## config.mk

```make
export PLATFORM = sky130hd
export DESIGN_NAME = ddl_latch_ctrl
export DESIGN_NICKNAME = d
export VERILOG_FILES = /design/src/hdl/ddl_pkg.sv /design/src/hdl/ddl_latch_ctrl.sv /design/src/hdl/ddl_pair_buf.sv
export SDC_FILE = /design/constraint.sdc
export NUM_CORES = 1
export LEC_CHECK = 0
export ABC_AREA = 1
export BUFFER_PORTS_ARGS = -buffer_cell sky130_fd_sc_hd__clkbuf_2
export CORE_ASPECT_RATIO = 1.5
export CORE_UTILIZATION = 40
export DETAILED_ROUTE_END_ITERATION = 10
export HOLD_SLACK_MARGIN = 0.02
export MAX_ROUTING_LAYER = met4
export PLACE_DENSITY = 0.59
export SLEW_MARGIN = 15
export SYNTH_ARGS = -nofsm -noshare
export SYNTH_HDL_FRONTEND = slang
export SYNTH_SLANG_ARGS = --single-unit
```

## constraint.sdc

```tcl
create_clock -name clk -period 5.4 [get_ports clk]
set_input_delay 1.08 -clock clk [delete_from_list [all_inputs] [get_ports clk]]
set_output_delay 1.08 -clock clk [all_outputs]
set_load 0.01 [all_outputs]
```

## src/hdl/ddl_pkg.sv

```systemverilog
// shared constants, carrier types and helpers of the dual converter input latch
package ddl_pkg;

    // ****************************************
    // word layout
    // ****************************************
    localparam int DATA_W   = 14;               // sample word width
    localparam int CODE_MSB = 13;               // data_bit_msb position
    localparam int CODE_LSB = 0;                // data_bit_lsb position
    localparam logic [13:0] CODE_RESET = 14'h0000; // latch contents after reset
    localparam logic MODE_DUAL = 1'b1;          // mode select level for dual port

    // ****************************************
    // timing
    // ****************************************
    localparam int CLK_PERIOD_NS  = 10;         // 100 MHz system clock
    localparam int SLEEP_ENTRY_NS = 50;         // longest power-down entry time
    localparam int SLEEP_ENTRY_CYCLES = (SLEEP_ENTRY_NS / CLK_PERIOD_NS < 1) ? 1
                                      : SLEEP_ENTRY_NS / CLK_PERIOD_NS;
    localparam int WAKE_TIME_US   = 5;          // power-up time after sleep release
    localparam int WAKE_CYCLES    = (WAKE_TIME_US * 1000 + CLK_PERIOD_NS - 1)
                                  / CLK_PERIOD_NS;
    localparam int WAKE_W         = $clog2(WAKE_CYCLES + 1);
    localparam int BUF_DEPTH      = 2;          // entries in the sample buffer

    // ****************************************
    // types
    // ****************************************
    typedef struct packed {
        logic [DATA_W-1:0] ch1;                 // channel-one converter code
        logic [DATA_W-1:0] ch2;                 // channel-two converter code
    } ddl_pair_type;

    typedef enum logic [1:0] {
        PWR_ON   = 2'b00,                       // outputs driving current
        PWR_DOWN = 2'b01,                       // current off, powered down
        PWR_WAKE = 2'b10                        // recovering, outputs not valid
    } ddl_pwr_type;

    // rising edge of a sampled control pin
    function automatic logic ddl_rise(input logic prev, input logic cur);
        return cur & ~prev;
    endfunction

endpackage

```

## src/hdl/ddl_latch_ctrl.sv

```systemverilog
// input and converter latch control of the dual 14-bit current-output converter
`timescale 1ns/10ps
module ddl_latch_ctrl
    import ddl_pkg::*;
(
    // clock and reset
    input  wire logic              clk,
    input  wire logic              rst,
    // configuration
    input  wire logic              modeDual,
    input  wire logic              sleep,
    // data ports
    input  wire logic [DATA_W-1:0] dataCh1,
    input  wire logic [DATA_W-1:0] dataCh2,
    // strobes and update clocks
    input  wire logic              writeStrobeCh1,
    input  wire logic              updateClockCh1,
    input  wire logic              writeStrobeCh2,
    input  wire logic              updateClockCh2,
    // converter latches
    output logic [DATA_W-1:0]      convCh1,
    output logic [DATA_W-1:0]      convCh2,
    output logic                   updateStall,
    // power state
    output logic                   outputsOn,
    output logic                   outputsValid,
    // sample stream
    output logic                   sampleValid,
    output ddl_pair_type           samplePair,
    input  wire logic              sampleReady
);

    localparam int ENTRY_MAX = SLEEP_ENTRY_CYCLES; // bound for entry check

    // ****************************************
    // pin roles and edges
    // ****************************************
    logic prevW1;                               // last sampled strobe 1
    logic prevC1;                               // last sampled clock 1
    logic prevW2;                               // last sampled strobe 2
    logic prevC2;                               // last sampled clock 2
    logic riseW1;
    logic riseC1;
    logic riseW2;
    logic riseC2;
    logic pairWriteStrobeRise;                  // interleaved strobe edge
    logic pairUpdateClockRise;                  // interleaved clock edge
    logic channelSteerSelect;                   // high steers to channel one
    logic dividerHold;                          // high holds the divider in reset

    // inputs are synchronous, so one stage of history gives the edges;
    // a limitation: pins must hold each level for a full clock cycle
    assign riseW1 = ddl_rise(prevW1, writeStrobeCh1);
    assign riseC1 = ddl_rise(prevC1, updateClockCh1);
    assign riseW2 = ddl_rise(prevW2, writeStrobeCh2);
    assign riseC2 = ddl_rise(prevC2, updateClockCh2);
    // channel-one and channel-two pins change meaning in interleaved mode
    assign pairWriteStrobeRise = riseW1;
    assign pairUpdateClockRise = riseC1;
    assign channelSteerSelect  = writeStrobeCh2;
    assign dividerHold         = updateClockCh2;

    // edge history, no duty-cycle demand beyond one level per cycle
    always_ff @(posedge clk or posedge rst) begin
        if (rst) begin
            prevW1 <= 1'b0;
            prevC1 <= 1'b0;
            prevW2 <= 1'b0;
            prevC2 <= 1'b0;
        end else begin
            prevW1 <= writeStrobeCh1;
            prevC1 <= updateClockCh1;
            prevW2 <= writeStrobeCh2;
            prevC2 <= updateClockCh2;
        end
    end

    // ****************************************
    // input latches, divider and converter latches
    // ****************************************
    logic [DATA_W-1:0] inLatch1;                // channel-one input latch
    logic [DATA_W-1:0] inLatch2;                // channel-two input latch
    logic              divPhase;                // high: next pair edge is skipped
    logic              pend1;                   // update owed to channel one
    logic              pend2;                   // update owed to channel two
    logic              req1;                    // update edge for channel one
    logic              req2;                    // update edge for channel two
    logic              eff1;
    logic              eff2;
    logic              bufReady;                // buffer can take a pair
    logic              push;                    // converter latches load now
    logic [DATA_W-1:0] next_inLatch1;
    logic [DATA_W-1:0] next_inLatch2;
    logic              next_divPhase;
    logic              next_pend1;
    logic              next_pend2;
    logic [DATA_W-1:0] next_conv1;
    logic [DATA_W-1:0] next_conv2;
    ddl_pair_type      pushPair;

    // capture, divide and transfer; the update reads the old input latch, so
    // a clock edge together with a strobe converts the previous word
    always_comb begin
        next_inLatch1 = inLatch1;
        next_inLatch2 = inLatch2;
        next_divPhase = divPhase;
        req1          = 1'b0;
        req2          = 1'b0;
        if (modeDual == MODE_DUAL) begin
            // independent ports, strobes and clocks
            if (riseW1) begin
                next_inLatch1 = dataCh1;
            end
            if (riseW2) begin
                next_inLatch2 = dataCh2;
            end
            req1          = riseC1;
            req2          = riseC2;
            next_divPhase = 1'b0;
        end else begin
            // one port steered by the select level
            if (pairWriteStrobeRise) begin
                if (channelSteerSelect) begin
                    next_inLatch1 = dataCh1;
                end else begin
                    next_inLatch2 = dataCh1;
                end
            end
            if (dividerHold) begin
                next_divPhase = 1'b0;
            end else if (pairUpdateClockRise) begin
                req1          = ~divPhase;
                req2          = ~divPhase;
                next_divPhase = ~divPhase;
            end
        end
        // a stalled update stays owed; a new edge never clears it
        eff1       = pend1 | req1;
        eff2       = pend2 | req2;
        push       = (eff1 | eff2) & bufReady;
        next_pend1 = eff1 & ~push;
        next_pend2 = eff2 & ~push;
        // straight binary pass-through, bit order kept msb to lsb
        next_conv1 = (push & eff1) ? inLatch1[CODE_MSB:CODE_LSB] : convCh1;
        next_conv2 = (push & eff2) ? inLatch2[CODE_MSB:CODE_LSB] : convCh2;
        pushPair.ch1 = next_conv1;
        pushPair.ch2 = next_conv2;
    end

    // latch registers
    always_ff @(posedge clk or posedge rst) begin
        if (rst) begin
            inLatch1    <= CODE_RESET;
            inLatch2    <= CODE_RESET;
            divPhase    <= 1'b0;
            pend1       <= 1'b0;
            pend2       <= 1'b0;
            convCh1     <= CODE_RESET;
            convCh2     <= CODE_RESET;
            updateStall <= 1'b0;
        end else begin
            inLatch1    <= next_inLatch1;
            inLatch2    <= next_inLatch2;
            divPhase    <= next_divPhase;
            pend1       <= next_pend1;
            pend2       <= next_pend2;
            convCh1     <= next_conv1;
            convCh2     <= next_conv2;
            updateStall <= next_pend1 | next_pend2;
        end
    end

    // every converted pair is offered downstream; back-pressure stalls loads
    ddl_pair_buf #(
        .WIDTH (2 * DATA_W),
        .DEPTH (BUF_DEPTH)
    ) ddl_pair_buf_i (
        .clk      (clk),
        .rst      (rst),
        .inValid  (push),
        .inData   (pushPair),
        .inReady  (bufReady),
        .outValid (sampleValid),
        .outData  (samplePair),
        .outReady (sampleReady)
    );

    // ****************************************
    // sleep and wake
    // ****************************************
    ddl_pwr_type       powState;
    ddl_pwr_type       next_powState;
    logic [WAKE_W-1:0] wakeCount;               // cycles left in wake-up
    logic [WAKE_W-1:0] next_wakeCount;

    // reset lands in the awake state, as an unconnected sleep pin would
    always_comb begin
        next_powState  = powState;
        next_wakeCount = wakeCount;
        case (powState)
            PWR_ON: begin
                if (sleep) begin
                    next_powState = PWR_DOWN;
                end
            end
            PWR_DOWN: begin
                if (!sleep) begin
                    next_powState  = PWR_WAKE;
                    next_wakeCount = WAKE_W'(WAKE_CYCLES - 1);
                end
            end
            PWR_WAKE: begin
                if (sleep) begin
                    next_powState = PWR_DOWN;
                end else if (wakeCount == '0) begin
                    next_powState = PWR_ON;
                end else begin
                    next_wakeCount = wakeCount - 1'b1;
                end
            end
            default: begin
                next_powState = PWR_DOWN;
            end
        endcase
    end

    // one cycle to power down, well inside the entry limit
    always_ff @(posedge clk or posedge rst) begin
        if (rst) begin
            powState     <= PWR_ON;
            wakeCount    <= '0;
            outputsOn    <= 1'b1;
            outputsValid <= 1'b1;
        end else begin
            powState     <= next_powState;
            wakeCount    <= next_wakeCount;
            outputsOn    <= (next_powState != PWR_DOWN);
            outputsValid <= (next_powState == PWR_ON);
        end
    end
endmodule

```

## src/hdl/ddl_pair_buf.sv

```systemverilog
// two-entry buffer for converter word pairs, outputs taken from registers
`timescale 1ns/10ps
module ddl_pair_buf
    import ddl_pkg::*;
#(
    parameter int WIDTH = 2 * DATA_W,           // entry width
    parameter int DEPTH = BUF_DEPTH             // entry count, only 2 supported
) (
    // clock and reset
    input  wire logic             clk,
    input  wire logic             rst,
    // filling side
    input  wire logic             inValid,
    input  wire logic [WIDTH-1:0] inData,
    output logic                  inReady,
    // draining side
    output logic                  outValid,
    output logic [WIDTH-1:0]      outData,
    input  wire logic             outReady
);

    // ****************************************
    // elaboration check
    // ****************************************
    if (DEPTH != 2) begin : g_depth_check
        $error("ddl_pair_buf supports a depth of 2 only");
    end

    logic [WIDTH-1:0] second;                   // entry behind the head
    logic             secondValid;              // second entry occupied
    logic [WIDTH-1:0] next_outData;
    logic             next_outValid;
    logic [WIDTH-1:0] next_second;
    logic             next_secondValid;

    // head sits in outData so the drain sees a register, shift on pop
    always_comb begin
        logic push;
        logic pop;
        push             = inValid & inReady;
        pop              = outValid & outReady;
        next_outData     = outData;
        next_outValid    = outValid;
        next_second      = second;
        next_secondValid = secondValid;
        if (pop) begin
            next_outValid    = secondValid | push;
            next_outData     = secondValid ? second : inData;
            next_secondValid = secondValid & push;
            next_second      = inData;
        end else if (push) begin
            if (!outValid) begin
                next_outValid = 1'b1;
                next_outData  = inData;
            end else begin
                next_secondValid = 1'b1;
                next_second      = inData;
            end
        end
    end

    // registers only; ready is honest full, no look-ahead on pop
    always_ff @(posedge clk or posedge rst) begin
        if (rst) begin
            outData     <= '0;
            outValid    <= 1'b0;
            second      <= '0;
            secondValid <= 1'b0;
            inReady     <= 1'b1;
        end else begin
            outData     <= next_outData;
            outValid    <= next_outValid;
            second      <= next_second;
            secondValid <= next_secondValid;
            inReady     <= ~next_secondValid;
        end
    end

endmodule

```

Word level (Yosys, flattened, before mapping). Cells that the tools add are included. W data, S select, Z words.

Equal/unequal tests: 9. Reduce and logical (&&, ||, !) cells: 14. Muxes and demuxes: 38. Add/sub/neg operators: 1. Bitwise gates (word level): 24.

Operator list (number): $mux W28 (7); $mux W14 (10); $mux W9 (3); $pmux W9 S2 (1); $and A1 B1 Y1 (12); $mux W1 (12); $ne A2 B2 Y1 const B (5); $reduce_bool A2 Y1 (5); $logic_not A9 Y1 (1); $sub A9 B1 Y9 const B (1); $mux W2 (4); $not A1 Y1 (7); $pmux W2 S3 (1); $reduce_and A2 Y1 (3); $or A1 B1 Y1 (5); $logic_not A2 Y1 (2); $ne A2 B1 Y1 const B (2); $reduce_and A4 Y1 (1); $reduce_and A3 Y1 (1); $reduce_bool A3 Y1 (1); $eq A2 B1 Y1 const B (1); $eq A2 B2 Y1 const B (1).

Output and inout port bits: 60. Word-level logic and storage cells: 107. Bits in registers: 136.

Depth between registers and ports, before layout.
Depth in word-level cells: 13. Gate-level depth with buffers: 11. Gate-level depth less buffers: 10.

By module. Synthesis repeated with hierarchy kept, for this count alone.

Cells, all modules: 743. Area, all modules: 6226.0 um^2.

Modules (own cells, without submodules): ddl_latch_ctrl (cells each 391, instances 1, area each 3462.1 um^2, sequential area each 1929.4 um^2); ddl_pair_buf (cells each 352, instances 1, area each 2763.9 um^2, sequential area each 1477.7 um^2).

Worst setup path after synthesis. OpenSTA, ideal clock, no wires.

Path type: input to register. Start point: in modeDual. End point: reg ddl_pair_buf_i.second[10]. Stages on the path: 11. Slack: 3.233 ns. Data arrival time: 2.050 ns. Setup time: 0.116 ns. Data required time: 5.284 ns. Cell sequence: buf_6 -> nand2_1 -> nor2_2 -> nor2_4 -> nand3_2 -> nand2_2 -> nand2_4 -> buf_6 -> buf_6 -> nand3_1 -> nand2_1.

Cells in the longest elaborated chain, start to end: 9. Elaborated cells between the ends (all ways): 14.

Ends and longest elaborated chain: from (decl) (line ddl_latch_ctrl.sv:10) `input wire logic modeDual,`; $mux W1 (line ddl_latch_ctrl.sv:109) `if (modeDual == MODE_DUAL) begin`; $or A1 B1 Y1 (on tied branches) (line ddl_latch_ctrl.sv:138, ddl_latch_ctrl.sv:139); $or A1 B1 Y1 (line ddl_latch_ctrl.sv:140) `push = (eff1 | eff2) & bufReady;`; $and A1 B1 Y1 (line ddl_latch_ctrl.sv:140); $and A1 B1 Y1 (line ddl_latch_ctrl.sv:145) `next_conv2 = (push & eff2) ? inLatch2[CODE_MSB:CODE_LSB] : convCh2;`; $mux W14 (line ddl_latch_ctrl.sv:145); $mux W28 (line ddl_pair_buf.sv:52) `if (!outValid) begin`; $mux W28 (line ddl_pair_buf.sv:51) `end else if (push) begin`; $mux W28 (line ddl_pair_buf.sv:46) `if (pop) begin`; to (signal assigned) (line ddl_pair_buf.sv:73) `second <= next_second;`; to (decl) (line ddl_pair_buf.sv:29) `logic [WIDTH-1:0] second;`.

Parallel ways exist; a longest one is shown, timed or not. The select of a mux whose other input is x is not followed. A chain may end at the register's enable or synchronous reset.

Worst setup path in the final report.
Start point: in modeDual. End point: reg ddl_pair_buf_i.outData[7].

Cells in the longest elaborated chain, start to end: 9. Elaborated cells between the ends (all ways): 15.

Ends and longest elaborated chain: $mux W1 (line ddl_latch_ctrl.sv:109); $or A1 B1 Y1 (on tied branches) (line ddl_latch_ctrl.sv:138, ddl_latch_ctrl.sv:139); $or A1 B1 Y1 (line ddl_latch_ctrl.sv:140); $and A1 B1 Y1 (line ddl_latch_ctrl.sv:140); $and A1 B1 Y1 (line ddl_latch_ctrl.sv:145); $mux W14 (line ddl_latch_ctrl.sv:145); $mux W28 (line ddl_pair_buf.sv:52); $mux W28 (line ddl_pair_buf.sv:51); $mux W28 (line ddl_pair_buf.sv:46); to (signal assigned) (line ddl_pair_buf.sv:71) `outData <= next_outData;`; to (decl) (line ddl_pair_buf.sv:18) `output logic [WIDTH-1:0] outData,`.

Parallel ways exist; a longest one is shown, timed or not. The select of a mux whose other input is x is not followed.

==> flow_summary.yaml <==
logic_synthesis:
  synth_seq_cells: 136
  synth_top_area_share_pct: 54.67
  synth_top_area_cell: "dfrtp_1"
  synth_top_family_by_area: "simple AND/OR/NAND/NOR gates"
  synthMuxAreaShare_pct: 0
  synth_compound_area_share_pct: 5.220
  syn-cell-area_um2: 6088
  yosys-top-cells-area: "dfrtp_1, nand2_1, nand3_1, o21ai_0, inv_1"
  synth-main-ff-cell: "dfrtp_1"
  synth-async-reset-ratio_pct: 100.0
  synth_warnings: 0
  synth_fp_nets: 741
  yosys.area_share.adder_pct: 0.2055
  yosys.area_share.xor_xnor_pct: 0.2877
  yosysSeqAreaShare_pct: 55.96
  netlist-cell-type-count: 32
  synth_edf_count: 0
  synthCells: 703
  yosys.area_share.simple_pct: 31.92
  synth_area_per_cell_um2: 8.661
setup_path:
  endpoint_kind: "flip-flop"
  crit_required_ps: 5750
  crit_fanout: 29
  cp-start-kind: "primary input"
  crit_type: "in -> reg"
  path_delay_family: "simple AND/OR/NAND/NOR gates"
  r2r_end: "ddl_pair_buf_i.outData[7]"
  max_stage_delay_ps: 770
  path_cells: "clkbuf_2, nand2_1, nor2_2, nor2_4, nand3_2, nand3_2, nand2_2, nand3_1, nand2_1"
  reg2reg_slack_ps: 2710
  r2r-start: "ddl_pair_buf_i.inReady"
  crit_buf_inv: 1
  slowest_stage: "nand2_2"
  arrival_ps: 3220
  r2r_cells: 4
cts:
  path_clk_slew_ps: 60
  worstSkewPairLatency_ps: 420
  clock_path_buffers: 2
  h-tree-depth: 4
  cts_hold_buf: 0
  cts_root_buffer: "clkbuf_16"
  numCtsBuffers: 17
  cts_resized: 0
  cts_tree: "done"
  post-cts-setup-buffers: 0
  cts.sinks: 136
power_and_ir_drop:
  p_leak_uw: 0.003845
  seqPwrFrac_pct: 38.0
  cellPowerDensity_nw_per_um2: 593.5
  total_power_uw: 4297
  peakVddDrop_uv: 267.4
  p_comb_share_pct: 33.3
  p_sw_share_pct: 37.97
  intPower_uw: 2666
  clkPwrFrac_pct: 28.7
  p_sw_uw: 1632
detailed_routing:
  post_drt_wl_per_cell_um: 15.50
  drtIter0Drc: 184
  via_count: 4974
  postRouteAntennaNets: 0
  drtPass1Iterations: 7
  wirelength_mm: 15.37
  route.detailed.drc: 0
  viasPerCell: 5.014
worst_hold_path:
  hold_path.startpoint: "ddl_pair_buf_i.second[22]"
  min_to: "ddl_pair_buf_i.second[22]"
  hold_path_class: "reg -> reg"
  whs_path_depth: 2
final_layout:
  drive_gt1_share_pct: 21.73
  layout.nets: 821
  area_growth_syn_to_layout_pct: 18.93
  diodes: 0
  final_area_um2: 7241
status:
  outcome: "finished clean"
floorplan:
  pin_count: 97
  num_rows: 54
  dieArea_um2: 15730
  die_width_um: 102.7
  initial_core_util_pct: 41.34
  die_h_um: 153.1
  coreArea_um2: 14730
global_route:
  grt_pass1_wl_mm: 25.30
  first_global_vias: 4941
  grt_max_degree: 58
  antenna_found_initial: 0
  grt-ovfl-total: 0
  grtUsageTotal_pct: 21.71
timing:
  max_slew_margin_pct: 31.21
  finalCritPeriodShare_pct: 53.08
  worstMarginPinSlew_ps: 1026
  maxSlewViolCount: 0
  period_needed_ps: 2866
  finalHoldViolCount: 0
  final.setup.worst_slack_ps: 2534
  fin_tns_setup_ps: 0
  max_clock_freq_mhz: 348.9
  skew_ps: 11.02
  setup_viol: 0
  rsz0062_at_grt: "false"
  whs_ps: 462.8
placed_design:
  globalplace.congestion: 0.8316
  placed_area_um2: 6610
  place_worst_setup_slack_ps: 2127
  io_buffers: 96
  hpwl_mm: 10.43
flow_run:
  cap_viol_max_count: 0
==> worst min-delay path: cells and delay by family (launching register included) <==
family        cells  cell delay, ps
simple gates      2             100
flops             1             330
==> cells in the final DEF (no fill, tap or decap), types with 2 or more instances in the layout <==
cell type / n
clkinv_4: 3
nand2_1: 197
nor2_2: 2
nand3_1: 147
clkbuf_8: 2
xor2_1: 2
clkbuf_2: 96
nor2_1: 31
nand2_2: 6
nand2_4: 3
inv_1: 38
clkinv_2: 4
buf_4: 4
nor2_4: 2
or2_2: 19
bufinv_16: 4
clkbuf_16: 17
nand3_2: 2
a21oi_1: 18
or2_1: 8
or2_0: 4
o21ai_0: 38
dfrtp_1: 133
dfstp_2: 3
==> worst max path at each step <==
stage / start / end / slack (ps) / cells past startpoint
6_report: modeDual / ddl_pair_buf_i.outData[7] / 2530 / 9
5_1_grt: modeDual / ddl_pair_buf_i.outData[22] / 2310 / 9
4_1_cts: modeDual / ddl_pair_buf_i.outData[7] / 2540 / 9
3_5_place_dp: modeDual / ddl_pair_buf_i.outData[18] / 2130 / 9
3_3_place_gp: modeDual / ddl_pair_buf_i.outData[27] / 2170 / 9
2_1_floorplan: rst / convCh1[0] / 690 / 1
==> routing by layer <==
metal | share of wire [%] | routed length, um | global-route usage [%] | up-vias
li1 | - | - | - | 2450
met1 | 46 | 7009 | 28.17 | 2390
met2 | 49 | 7549 | 34.48 | 118
met3 | 4.0 | 617 | 3.749 | 16
met4 | 1.3 | 195 | 6.640 | 0
met5 | 0 | 0 | - | -
==> stage by stage <==
| step | utilization [%] | instances |
|---|---|---|
| finish | 49.16 | 992 |
| global route | 49.16 | 992 |
| CTS | 49.16 | 992 |
| detailed placement | 44.88 | 960 |
| global placement | 44.88 | 960 |
| floorplan | - | 703 |
==> Yosys cell counts, types with 2 or more instances <==
master,instances
nor2_2,2
buf_4,8
dfstp_2,3
buf_6,6
nand2_2,6
nand2_4,3
or2_2,19
nand3_1,147
nor2_4,2
or2_0,4
nand3_2,2
xor2_1,2
nand2_1,197
clkbuf_1,12
buf_2,12
dfrtp_1,133
nor2_1,31
a21oi_1,18
inv_1,39
o21ai_0,38
or2_1,8
==> flip-flops by register name, summed over array words and instances, names as in the netlist, 2 cells and up <==
name,flops
ddl_pair_buf_i.second,28
inLatch2,14
powState,2
convCh2,14
inLatch1,14
wakeCount,9
convCh1,14
ddl_pair_buf_i.outData,28
==> logic make-up (layout without fill, tap and decap cells) <==
logic type	count (synthesis)	count (layout)
adders and majority gates	1	1
and+or+nand+nor	424	424
AOI/OAI and AO/OA	60	60
DFF	136	136
buffers and inverters	80	173
xor gates and xnor gates	2	2
==> area by class of cell <==
| cell class | instances | area [um^2] |
|---|---|---|
| inverters | 41 | 156.4 |
| fillers | 1482 | 7488 |
| flip-flops and latches | 136 | 3407 |
| repair buffers | 100 | 510.5 |
| well taps | 196 | 245.2 |
| clock buffers | 20 | 456.7 |
| clock inverters | 12 | 173.9 |
| multi-input cells | 487 | 2291 |
==> power groups by stage <==
stage	Combinational, uW	Sequential [uW]	Clock (uW)
after floorplan	991	1640	0
after global placement	1410	1640	0
after detailed placement	1440	1650	0
after CTS	1450	1640	1250
after global routing	1630	1680	1290
final	1430	1630	1230
Power figures use the tool's default switching activity.
